--- config.mk ---
export PLATFORM = sky130hd
export DESIGN_NAME = otoh_port
export DESIGN_NICKNAME = d
export VERILOG_FILES = /design/src/otoh_pkg.sv /design/src/otoh_port.sv
export SDC_FILE = /design/constraint.sdc
export NUM_CORES = 1
export LEC_CHECK = 0
export ABC_AREA = 1
export BUFFER_PORTS_ARGS = -buffer_cell sky130_fd_sc_hd__buf_2
export CAP_MARGIN = 20
export CORE_MARGIN = 3
export CORE_UTILIZATION = 50
export CTS_CLUSTER_DIAMETER = 100
export CTS_CLUSTER_SIZE = 10
export DETAILED_ROUTE_END_ITERATION = 6
export PLACE_DENSITY = 0.66
export SLEW_MARGIN = 15
export SYNTH_ARGS = -nofsm -noshare
export SYNTH_HDL_FRONTEND = slang
export SYNTH_SLANG_ARGS = --single-unit
--- constraint.sdc ---
create_clock -name core_clk -period 2.35 [get_ports core_clk]
set_input_delay 0.235 -clock core_clk [delete_from_list [all_inputs] [get_ports core_clk]]
set_output_delay 0.235 -clock core_clk [all_outputs]
set_load 0.02 [all_outputs]
--- src/otoh_pkg.sv ---
// Purpose: Constants shared by the transmit overhead serial insertion port.
// Assumes: Core clock of 100 MHz; port clock derived from it by a divider.
// Notes:   Counts are derived from times in nanoseconds.
package otoh_pkg;
    localparam int unsigned CORE_CLK_PERIOD_NS = 10;
    localparam int unsigned PORT_CLK_PERIOD_NS = 160;
    localparam int unsigned PORT_DIV_CYCLES    = PORT_CLK_PERIOD_NS / CORE_CLK_PERIOD_NS;
    localparam logic [3:0]  DIV_LAST           = 4'(PORT_DIV_CYCLES - 1);
    localparam logic [3:0]  DIV_RISE           = 4'(PORT_DIV_CYCLES / 2);
    localparam logic [3:0]  DIV_SAMPLE         = 4'(PORT_DIV_CYCLES / 2 + 3);
    localparam logic [3:0]  DIV_RESET          = 4'h0;
    localparam logic [7:0]  STS1_TOH_BITS_LAST = 8'hD7;
    localparam logic [7:0]  BIT_CNT_RESET      = 8'h00;
    localparam logic [2:0]  BYTE_BIT_LAST      = 3'h7;
    localparam int unsigned FIFO_DEPTH         = 8;
    localparam int unsigned FIFO_WIDTH         = 16;

    typedef enum logic [2:0] {
        OTOH_IDLE = 3'b001,
        OTOH_MARK = 3'b010,
        OTOH_BITS = 3'b100
    } otoh_state_t;
endpackage

--- src/otoh_port.sv ---
// Purpose: Serial overhead insertion port for the first STS-1 of the outbound STS-12.
// Assumes: Pins from the external logic are asynchronous to core_clk.
// Notes:   Inserted bytes are buffered in a FIFO and merged into the outbound stream.
//
// What this block and its external logic do
// RQ1: Drive a divided port clock that times every transfer on the port.
// RQ2: Replace outbound overhead bits with values supplied by external logic.
// RQ3: Replace overhead only for bytes flagged as belonging to the first STS-1.
// RQ4: Hold ready high while the port can accept external overhead bits.
// RQ5: Pulse frame marker for one port period just before the first bit.
// RQ6: External logic launches each bit on the falling port clock edge.
// RQ7: With enable and ready high, latch data at rising edge and insert it.
// RQ8: With insert enable low, nothing is sampled or inserted.
// RQ9: Ignore serial data in any port cycle with ready or enable low.
// RQ10: External logic samples ready and frame marker on every rising edge; the far model samples only the frame marker.
// RQ11: External logic drives insert enable high whenever it sees ready high; the far model drives it from far_en instead.
// RQ12: External logic may use the frame marker to align its bit sequence.
// RQ13: Bits not latched from the port pass the internal overhead unchanged.
`timescale 1ns/100ps

module otoh_fifo #(
    parameter int unsigned WIDTH = 16,
    parameter int unsigned DEPTH = 8
) (
    // Clock and reset
    input  wire logic             core_clk,
    input  wire logic             rst_b,
    // Fill side
    input  wire logic             in_valid,
    output logic                  in_ready,
    input  wire logic [WIDTH-1:0] in_data,
    // Drain side
    output logic                  out_valid,
    input  wire logic             out_ready,
    output logic      [WIDTH-1:0] out_data
);
    localparam int unsigned AW = $clog2(DEPTH);

    logic [WIDTH-1:0] mem [DEPTH];
    logic [AW:0]      wr_q;
    logic [AW:0]      rd_q;
    wire              push = in_valid && in_ready;
    wire              pop  = out_valid && out_ready;

    assign in_ready  = (wr_q[AW-1:0] != rd_q[AW-1:0]) || (wr_q[AW] == rd_q[AW]);
    assign out_valid = (wr_q != rd_q);
    assign out_data  = mem[rd_q[AW-1:0]];

    always_ff @(posedge core_clk) begin
        if (push) begin
            mem[wr_q[AW-1:0]] <= in_data;
        end
    end

    always_ff @(posedge core_clk) begin
        if (!rst_b) begin
            wr_q <= '0;
            rd_q <= '0;
        end else begin
            wr_q <= push ? wr_q + 1'b1 : wr_q;
            rd_q <= pop ? rd_q + 1'b1 : rd_q;
        end
    end
endmodule

module otoh_port
    import otoh_pkg::*;
(
    // Clock and reset
    input  wire logic       core_clk,
    input  wire logic       rst_b,
    // Serial insertion port pins
    output logic            ovh_port_clock,
    output logic            ovh_port_ready,
    output logic            ovh_frame_marker,
    input  wire logic       ovh_insert_enable,
    input  wire logic       ovh_serial_data_in,
    // Internal transmit overhead stream
    input  wire logic       tx_frame_start,
    input  wire logic       tx_toh_valid,
    input  wire logic       tx_toh_first_sts1,
    input  wire logic [7:0] tx_toh_byte,
    // Merged transmit overhead stream
    output logic            tx_out_valid,
    output logic [7:0]      tx_out_byte
);
    otoh_state_t state_q;
    otoh_state_t state_d;
    logic [3:0]  div_q;
    logic        ins_s1_q;
    logic        ins_s2_q;
    logic        dat_s1_q;
    logic        dat_s2_q;
    logic        frame_pend_q;
    logic [7:0]  bit_cnt_q;
    logic        byte_ok_q;
    logic [7:0]  shf_data_q;
    logic [7:0]  shf_mask_q;
    logic        push_q;
    logic        clk_q;
    logic        ready_q;
    logic        marker_q;
    logic        out_valid_q;
    logic [7:0]  out_byte_q;

    wire                  period_end = (div_q == DIV_LAST);
    wire                  sample_pt  = (div_q == DIV_SAMPLE);
    wire                  take_bit   = sample_pt && ready_q && ins_s2_q;
    wire                  byte_end   = (bit_cnt_q[2:0] == BYTE_BIT_LAST);
    wire                  last_bit   = (bit_cnt_q == STS1_TOH_BITS_LAST);
    wire                  fifo_in_ready;
    wire                  fifo_out_valid;
    wire [FIFO_WIDTH-1:0] fifo_out_data;
    wire                  merge_hit  = tx_toh_valid && tx_toh_first_sts1 && fifo_out_valid;
    wire [7:0]            ext_mask   = fifo_out_data[15:8];
    wire [7:0]            ext_data   = fifo_out_data[7:0];
    wire [7:0]            merged     = (tx_toh_byte & ~ext_mask) | (ext_data & ext_mask);
    wire                  byte_ok_d  = byte_end ? fifo_in_ready : byte_ok_q;

    assign ovh_port_clock   = clk_q;
    assign ovh_port_ready   = ready_q;
    assign ovh_frame_marker = marker_q;
    assign tx_out_valid     = out_valid_q;
    assign tx_out_byte      = out_byte_q;

    always_comb begin
        state_d = state_q;
        unique case (state_q)
            OTOH_IDLE: begin
                if (period_end && frame_pend_q) begin
                    state_d = OTOH_MARK;
                end
            end
            OTOH_MARK: begin
                if (period_end) begin
                    state_d = OTOH_BITS;
                end
            end
            OTOH_BITS: begin
                if (period_end && last_bit) begin
                    state_d = OTOH_IDLE;
                end
            end
            default: begin
                state_d = OTOH_IDLE;
            end
        endcase
    end

    // Port clock divider: low in the first half, rising edge at mid period.
    always_ff @(posedge core_clk) begin
        if (!rst_b) begin
            div_q <= DIV_RESET;
            clk_q <= 1'b0;
        end else begin
            div_q <= period_end ? DIV_RESET : div_q + 4'h1; // RQ1
            clk_q <= (div_q == DIV_RISE - 4'h1) ? 1'b1 : (period_end ? 1'b0 : clk_q); // RQ1
        end
    end

    always_ff @(posedge core_clk) begin
        if (!rst_b) begin
            ins_s1_q <= 1'b0;
            ins_s2_q <= 1'b0;
            dat_s1_q <= 1'b0;
            dat_s2_q <= 1'b0;
        end else begin
            ins_s1_q <= ovh_insert_enable;
            ins_s2_q <= ins_s1_q;
            dat_s1_q <= ovh_serial_data_in;
            dat_s2_q <= dat_s1_q;
        end
    end

    // Frame sequencing; ready and marker change only on the falling port edge.
    always_ff @(posedge core_clk) begin
        if (!rst_b) begin
            state_q      <= OTOH_IDLE;
            frame_pend_q <= 1'b0;
            bit_cnt_q    <= BIT_CNT_RESET;
            byte_ok_q    <= 1'b0;
            ready_q      <= 1'b0;
            marker_q     <= 1'b0;
        end else begin
            state_q      <= state_d;
            frame_pend_q <= tx_frame_start || (frame_pend_q && !(period_end && state_q == OTOH_IDLE));
            if (period_end) begin
                marker_q  <= (state_d == OTOH_MARK); // RQ5
                bit_cnt_q <= (state_q == OTOH_BITS && !last_bit) ? bit_cnt_q + 8'h01 : BIT_CNT_RESET;
                if (state_d == OTOH_BITS) begin
                    byte_ok_q <= (state_q == OTOH_BITS) ? byte_ok_d : fifo_in_ready;
                    ready_q   <= (state_q == OTOH_BITS) ? byte_ok_d : fifo_in_ready; // RQ4
                end else begin
                    ready_q   <= 1'b0; // RQ4
                end
            end
        end
    end

    // Bit capture and byte assembly; unsampled bits carry a clear mask.
    always_ff @(posedge core_clk) begin
        if (!rst_b) begin
            shf_data_q <= 8'h00;
            shf_mask_q <= 8'h00;
            push_q     <= 1'b0;
        end else begin
            push_q <= sample_pt && state_q == OTOH_BITS && byte_end && byte_ok_q;
            if (sample_pt && state_q == OTOH_BITS) begin
                shf_data_q <= {shf_data_q[6:0], take_bit & dat_s2_q}; // RQ7 RQ9
                shf_mask_q <= {shf_mask_q[6:0], take_bit}; // RQ8 RQ9
            end
        end
    end

    otoh_fifo #(
        .WIDTH (FIFO_WIDTH),
        .DEPTH (FIFO_DEPTH)
    ) u_fifo (
        .core_clk  (core_clk),
        .rst_b     (rst_b),
        .in_valid  (push_q),
        .in_ready  (fifo_in_ready),
        .in_data   ({shf_mask_q, shf_data_q}),
        .out_valid (fifo_out_valid),
        .out_ready (merge_hit),
        .out_data  (fifo_out_data)
    );

    // Merge into the outbound overhead; other STS-1s pass through.
    always_ff @(posedge core_clk) begin
        if (!rst_b) begin
            out_valid_q <= 1'b0;
            out_byte_q  <= 8'h00;
        end else begin
            out_valid_q <= tx_toh_valid;
            out_byte_q  <= merge_hit ? merged : tx_toh_byte; // RQ2 RQ3 RQ13
        end
    end
endmodule

; After elaboration in Yosys (flattened, before gate mapping)
; Memories as Yosys holds them, arrays and structs flattened. A register that Yosys moved wholly into a read port is not among the register bits.
; Index checks and enable logic that the tools add are counted.
[classes]
n_bitwise = 6
reduce_logical = 21
n_mux = 15
eq_ne = 13
add_sub_neg = 4
[ops]
columns = cell, count
row1 = 8-bit AND, 2
row2 = 8-bit two-way mux, 2
row3 = 3-bit two-way mux, 5
row4 = 1-bit logical AND, 14
row5 = "4-bit by 1-bit adder with 4-bit output, second input constant", 3
row6 = "3-bit equality test, second input constant", 3
row7 = 3-bit case mux with 3 select lines, 1
row8 = "8-bit by 1-bit adder with 8-bit output, second input constant", 1
row9 = "4-bit equality test, second input constant", 2
row10 = "8-bit equality test, second input constant", 1
row11 = 8-bit inverter, 1
row12 = 8-bit bitwise OR, 1
row13 = 1-bit two-way mux, 7
row14 = "3-bit by 2-bit equality test with 1-bit output, second input constant", 2
row15 = "4-bit by 3-bit equality test with 1-bit output, second input constant", 1
row16 = 4-bit != test, 1
row17 = "3-bit by 1-bit equality test with 1-bit output, second input constant", 1
row18 = 3-bit != test, 1
row19 = 1-bit zero test, 2
row20 = 1-bit logical OR, 2
row21 = 2-bit AND reduction, 1
row22 = 2-bit nonzero test, 1
row23 = 2-bit OR reduction, 1
row24 = 1-bit AND, 1
row25 = 2 further kinds, 2
[word_totals]
n_memories = 1
register_bits = 58
output_inout_bits = 12
mem_bits_rw = 128
in_bits = 15
[mem_list]
columns = name, depth, width, read_ports, rd_clocked_by_memory_dff, wr, line
row1 = u_fifo.mem, 8, 16, 1, 1, 1, otoh_port.sv:39  ; logic [WIDTH-1:0] mem [DEPTH];

; Longest topological paths before layout
[depth]
ltp_word = 6
mapped_depth = 12
depth_no_buf = 10

; By module
; Synthesis repeated with hierarchy kept, for this count alone.
[hier_totals]
cells_unflattened = 755
hier_area_um2 = 7647.3
[by_module_without_submodules]
columns = mod, cells_per_inst, seq_area_each_um2, instances, area_per_inst_um2
row1 = otoh_fifo, 493, 4063.9, 1, 5662.9
row2 = otoh_port, 262, 1001.0, 1, 1984.4

; Worst setup path after synthesis
; No wires, ideal clock.
[synth_path]
path_kind = flip-flop to flip-flop
startpoint = reg u_fifo.wr_q[0]
endpoint = mem u_fifo.mem[0][0] (enable)
slack_ns = 0.252
path_stages_with_launch = 11
arrival_time_ns = 1.709
n_path_buf = 0
t_required_ns = 1.962
cell_sequence = dfxtp_1 inv_1 nand2_1 nand2_1 nand2_2 nor2_1 nand2_2 nand2_2 inv_1 nand2_1 nor2_1
[synth_via]
elab_chain_cells = 5
[synth_lines]
columns = item, line
row1 = from (decl), otoh_port.sv:40  ; logic [AW:0] wr_q;
row2 = from (signal assigned), otoh_port.sv:60  ; wr_q <= push ? wr_q + 1'b1 : wr_q;
row3 = 3-bit != test, otoh_port.sv:45  ; assign in_ready = (wr_q[AW-1:0] != rd_q[AW-1:0]) || (wr_q[AW] == rd_q[AW]);
row4 = 1-bit logical OR, otoh_port.sv:45
row5 = 1-bit logical AND, otoh_port.sv:42  ; wire push = in_valid && in_ready;
row6 = 1-bit two-way mux, otoh_port.sv:50  ; if (push) begin
row7 = 1-bit two-way mux (implied by the code), otoh_port.sv:51  ; mem[wr_q[AW-1:0]] <= in_data;
row8 = to (decl), otoh_port.sv:39
; Several ways; a longest one is shown, not always the timed one.

; Worst setup path after layout
[layout_path]
startpoint = reg u_fifo.wr_q[0]
endpoint = mem u_fifo.mem[4][10] (enable)
; The elaborated chain is that of the path after synthesis.

==> metrics.txt <==
Post-Route Skew=0.00776 ns; sequential share of the synthesized area=0.641; fraction of layout cells with a size suffix above 1=0.109; Post-synth ARST share=0; H-tree levels=4; Max-slew headroom=0.591; post-route minimum period=1.96 ns; clock sink count=189; PD cells=740 mW/mm²; Synth Flop Type=edfxtp_1; Critical-path top delay cell=dfxtp_1; Die X=132 µm; post-route ant nets=0; total number of vias=5,629; Hold Crit Class=input pin to register; IO Pins=27; final hold violation count=0; fin. max-slew vios=0; vias in the first global route=5,493; cts bufs inserted=17; critical path class=register to register; Post-DP Area=0.00823 mm²; yosys warns=0; Post-Synthesis Cells=831; top-count cell post-synth=nand2_1; worst vdd rail ir drop=0.000510 V; CTS tree=done; DR iter-0 viols=521; initial antenna violation count=0; Crit path buffers/inverters=3; share of the synthesized area in the top cell type=0.486; Overall Global Routing Usage=0.197; Sum Neg Setup Slack=0 ns; Slew @ Worst Pin=0.614 ns; Seq cells post-synth=189; drt pass-1 iters=6; GR Overflow Total=0; Via density=5.18; CP Launch Type=register; hold bufs inserted after CTS=3; outcome=complete, no violations; DP HPWL=10,500 µm; first-pass GRT wire length=26,800 µm; Initial Util=0.516; total power=6.55 mW; RePlAce Congestion=0.837; clk_lat worst skew=0.43 ns; Critical Path RT=2.46 ns; WL/cell=15.4 µm; max incr delay on CP=0.42 ns; drc violations=0; Leakage=3.68 nW; Chip Height=132 µm; CP delay by family, top=simple AND/OR/NAND/NOR gates; syn_area_per_cell=9.51 µm²; final setup violating endpoints=0; pin count of the biggest net entering global routing=65; Peak Freq=512 MHz; clock root cell=clkbuf_16; Mapped Area=0.00791 mm²; top post-synthesis cells by area=edfxtp_1 49%, dfxtp_1 15%, nand2_1 9.7%, nor2_1 5.6%, inv_1 5.1%; fin crit share=0.832; RSZ-0062 raised after global routing=false; Final Net Count=882; area delta synth->final=12.1%; critical path arrival=2.06 ns; Post-Synthesis Net Count=851; area leader, netlist=edfxtp_1; Post-synth EDFFs=128; CTS max path bufs=2; core area=0.0153 mm²; postcts setup bufs=0; I/O Buffers=26; worst path cell trace=inv_1 > nand2_1 > nand2_1 > nand2_2 > nor2_1 > nand2_2 > nand2_2 > inv_1 > nand2_1 > nor2_1 > buf_4; fin area=0.00886 mm²; Inserted Diodes=0; WL final=16,700 µm; Synth cell types=34; crit end category=register; CP max FO=16; # resized after CTS=0; total of max-cap violations=0; site row count=45; die area=0.0174 mm²; Clk pin slew, worst setup/hold paths=0.06 ns; most instantiated cells after synthesis=204 x nand2_1, 128 x edfxtp_1, 118 x nor2_1
## area by class of cell
class,instances,area [µm²]
fill,1321,6450
sequential,189,5070
multi-input combinational,497,2230
inverter,114,435
clock buffer,18,429
timing repair buffer,43,265
tap,211,264
clock inverter,14,175
## registers in the layout, summed over array words and instances, names as in the netlist, 3 cells and up, named ones only
register and flops:
bit_cnt_q 8, div_q 4, shf_data_q 8, shf_mask_q 8, state_q 3, tx_out_byte 8
u_fifo.mem 128, u_fifo.rd_q 4, u_fifo.wr_q 4
## routing by layer
metal,GRT usage,vias to the layer above,share of wire
met5,0,-,0
met4,0.0910,0,0.026
met3,0.0366,33,0.050
met2,0.330,188,0.48
met1,0.248,2671,0.44
li1,-,2737,-
## through the flow
step	hold WS, ns	setup slack, ns	cells	utilization
after floorplan	0.328	0.252	831	-
after global placement	0.399	0.575	1051	0.537
after detailed placement	0.414	0.429	1051	0.537
after CTS	0.0478	0.412	1086	0.579
after global routing	0.0682	0.263	1086	0.579
final	0.0552	0.395	1086	0.579
## placed cells by master, fill, tap and decap left out, types with 2 or more instances in the layout
cell type      instances
ha_1                   5
nand2_1              204
a21oi_1               13
inv_2                  4
edfxtp_1             128
dlygate4sd3_1          3
dfxtp_1               60
nand4_1                3
xnor2_1                2
xor2_1                 4
o21ai_1                2
buf_4                 14
inv_1                108
nor2_2                 2
nor3_2                 2
o21ai_0               60
nor2_1               118
clkinv_1               2
nor3_1                 4
bufinv_16              4
clkinv_2               5
nand2_2               11
nor2_4                 2
clkbuf_16             17
nand3_1               49
nand3b_1               2
clkinvlp_4             3
o22ai_1                8
buf_2                 26
## worst min-delay path: stages
cell and delay (ns):
buf_2 0.10, inv_1 0.05, a21oi_1 0.05
## where the power goes
part / total (mW) / internal (mW) / leakage (nW) / switching [mW]
Sequential: 3.53 / 3.52 / 1.42 / 0.00763
Combinational: 0.0856 / 0.0327 / 1.97 / 0.0529
Clock: 2.94 / 1.76 / 0.290 / 1.18
## path summary, 6_finish.rpt
path / end / from / slack (ns) / cells after the start
setup / recovery: u_fifo.mem[4][10]$_DFFE_PP_ / u_fifo.wr_q[0]$_SDFFE_PN0P_ / 0.39 / 11
hold / removal: frame_pend_q$_SDFF_PN0_ / tx_frame_start / 0.06 / 3
setup reg to reg: u_fifo.mem[4][10]$_DFFE_PP_ / u_fifo.wr_q[0]$_SDFFE_PN0P_ / 0.39 / 11
hold reg to reg: ins_s2_q$_SDFF_PN0_ / ins_s1_q$_SDFF_PN0_ / 0.44 / 2
## cells by family after synthesis
family | Yosys count | synth area share
compound gates | 87 | 0.0578
xor+xnor | 6 | 0.00665
fa+ha+maj | 5 | 0.00791
buf+inv | 145 | 0.0776
flops | 189 | 0.641
simple gates | 399 | 0.209
Note: power is estimated with default switching activity, not from simulation.
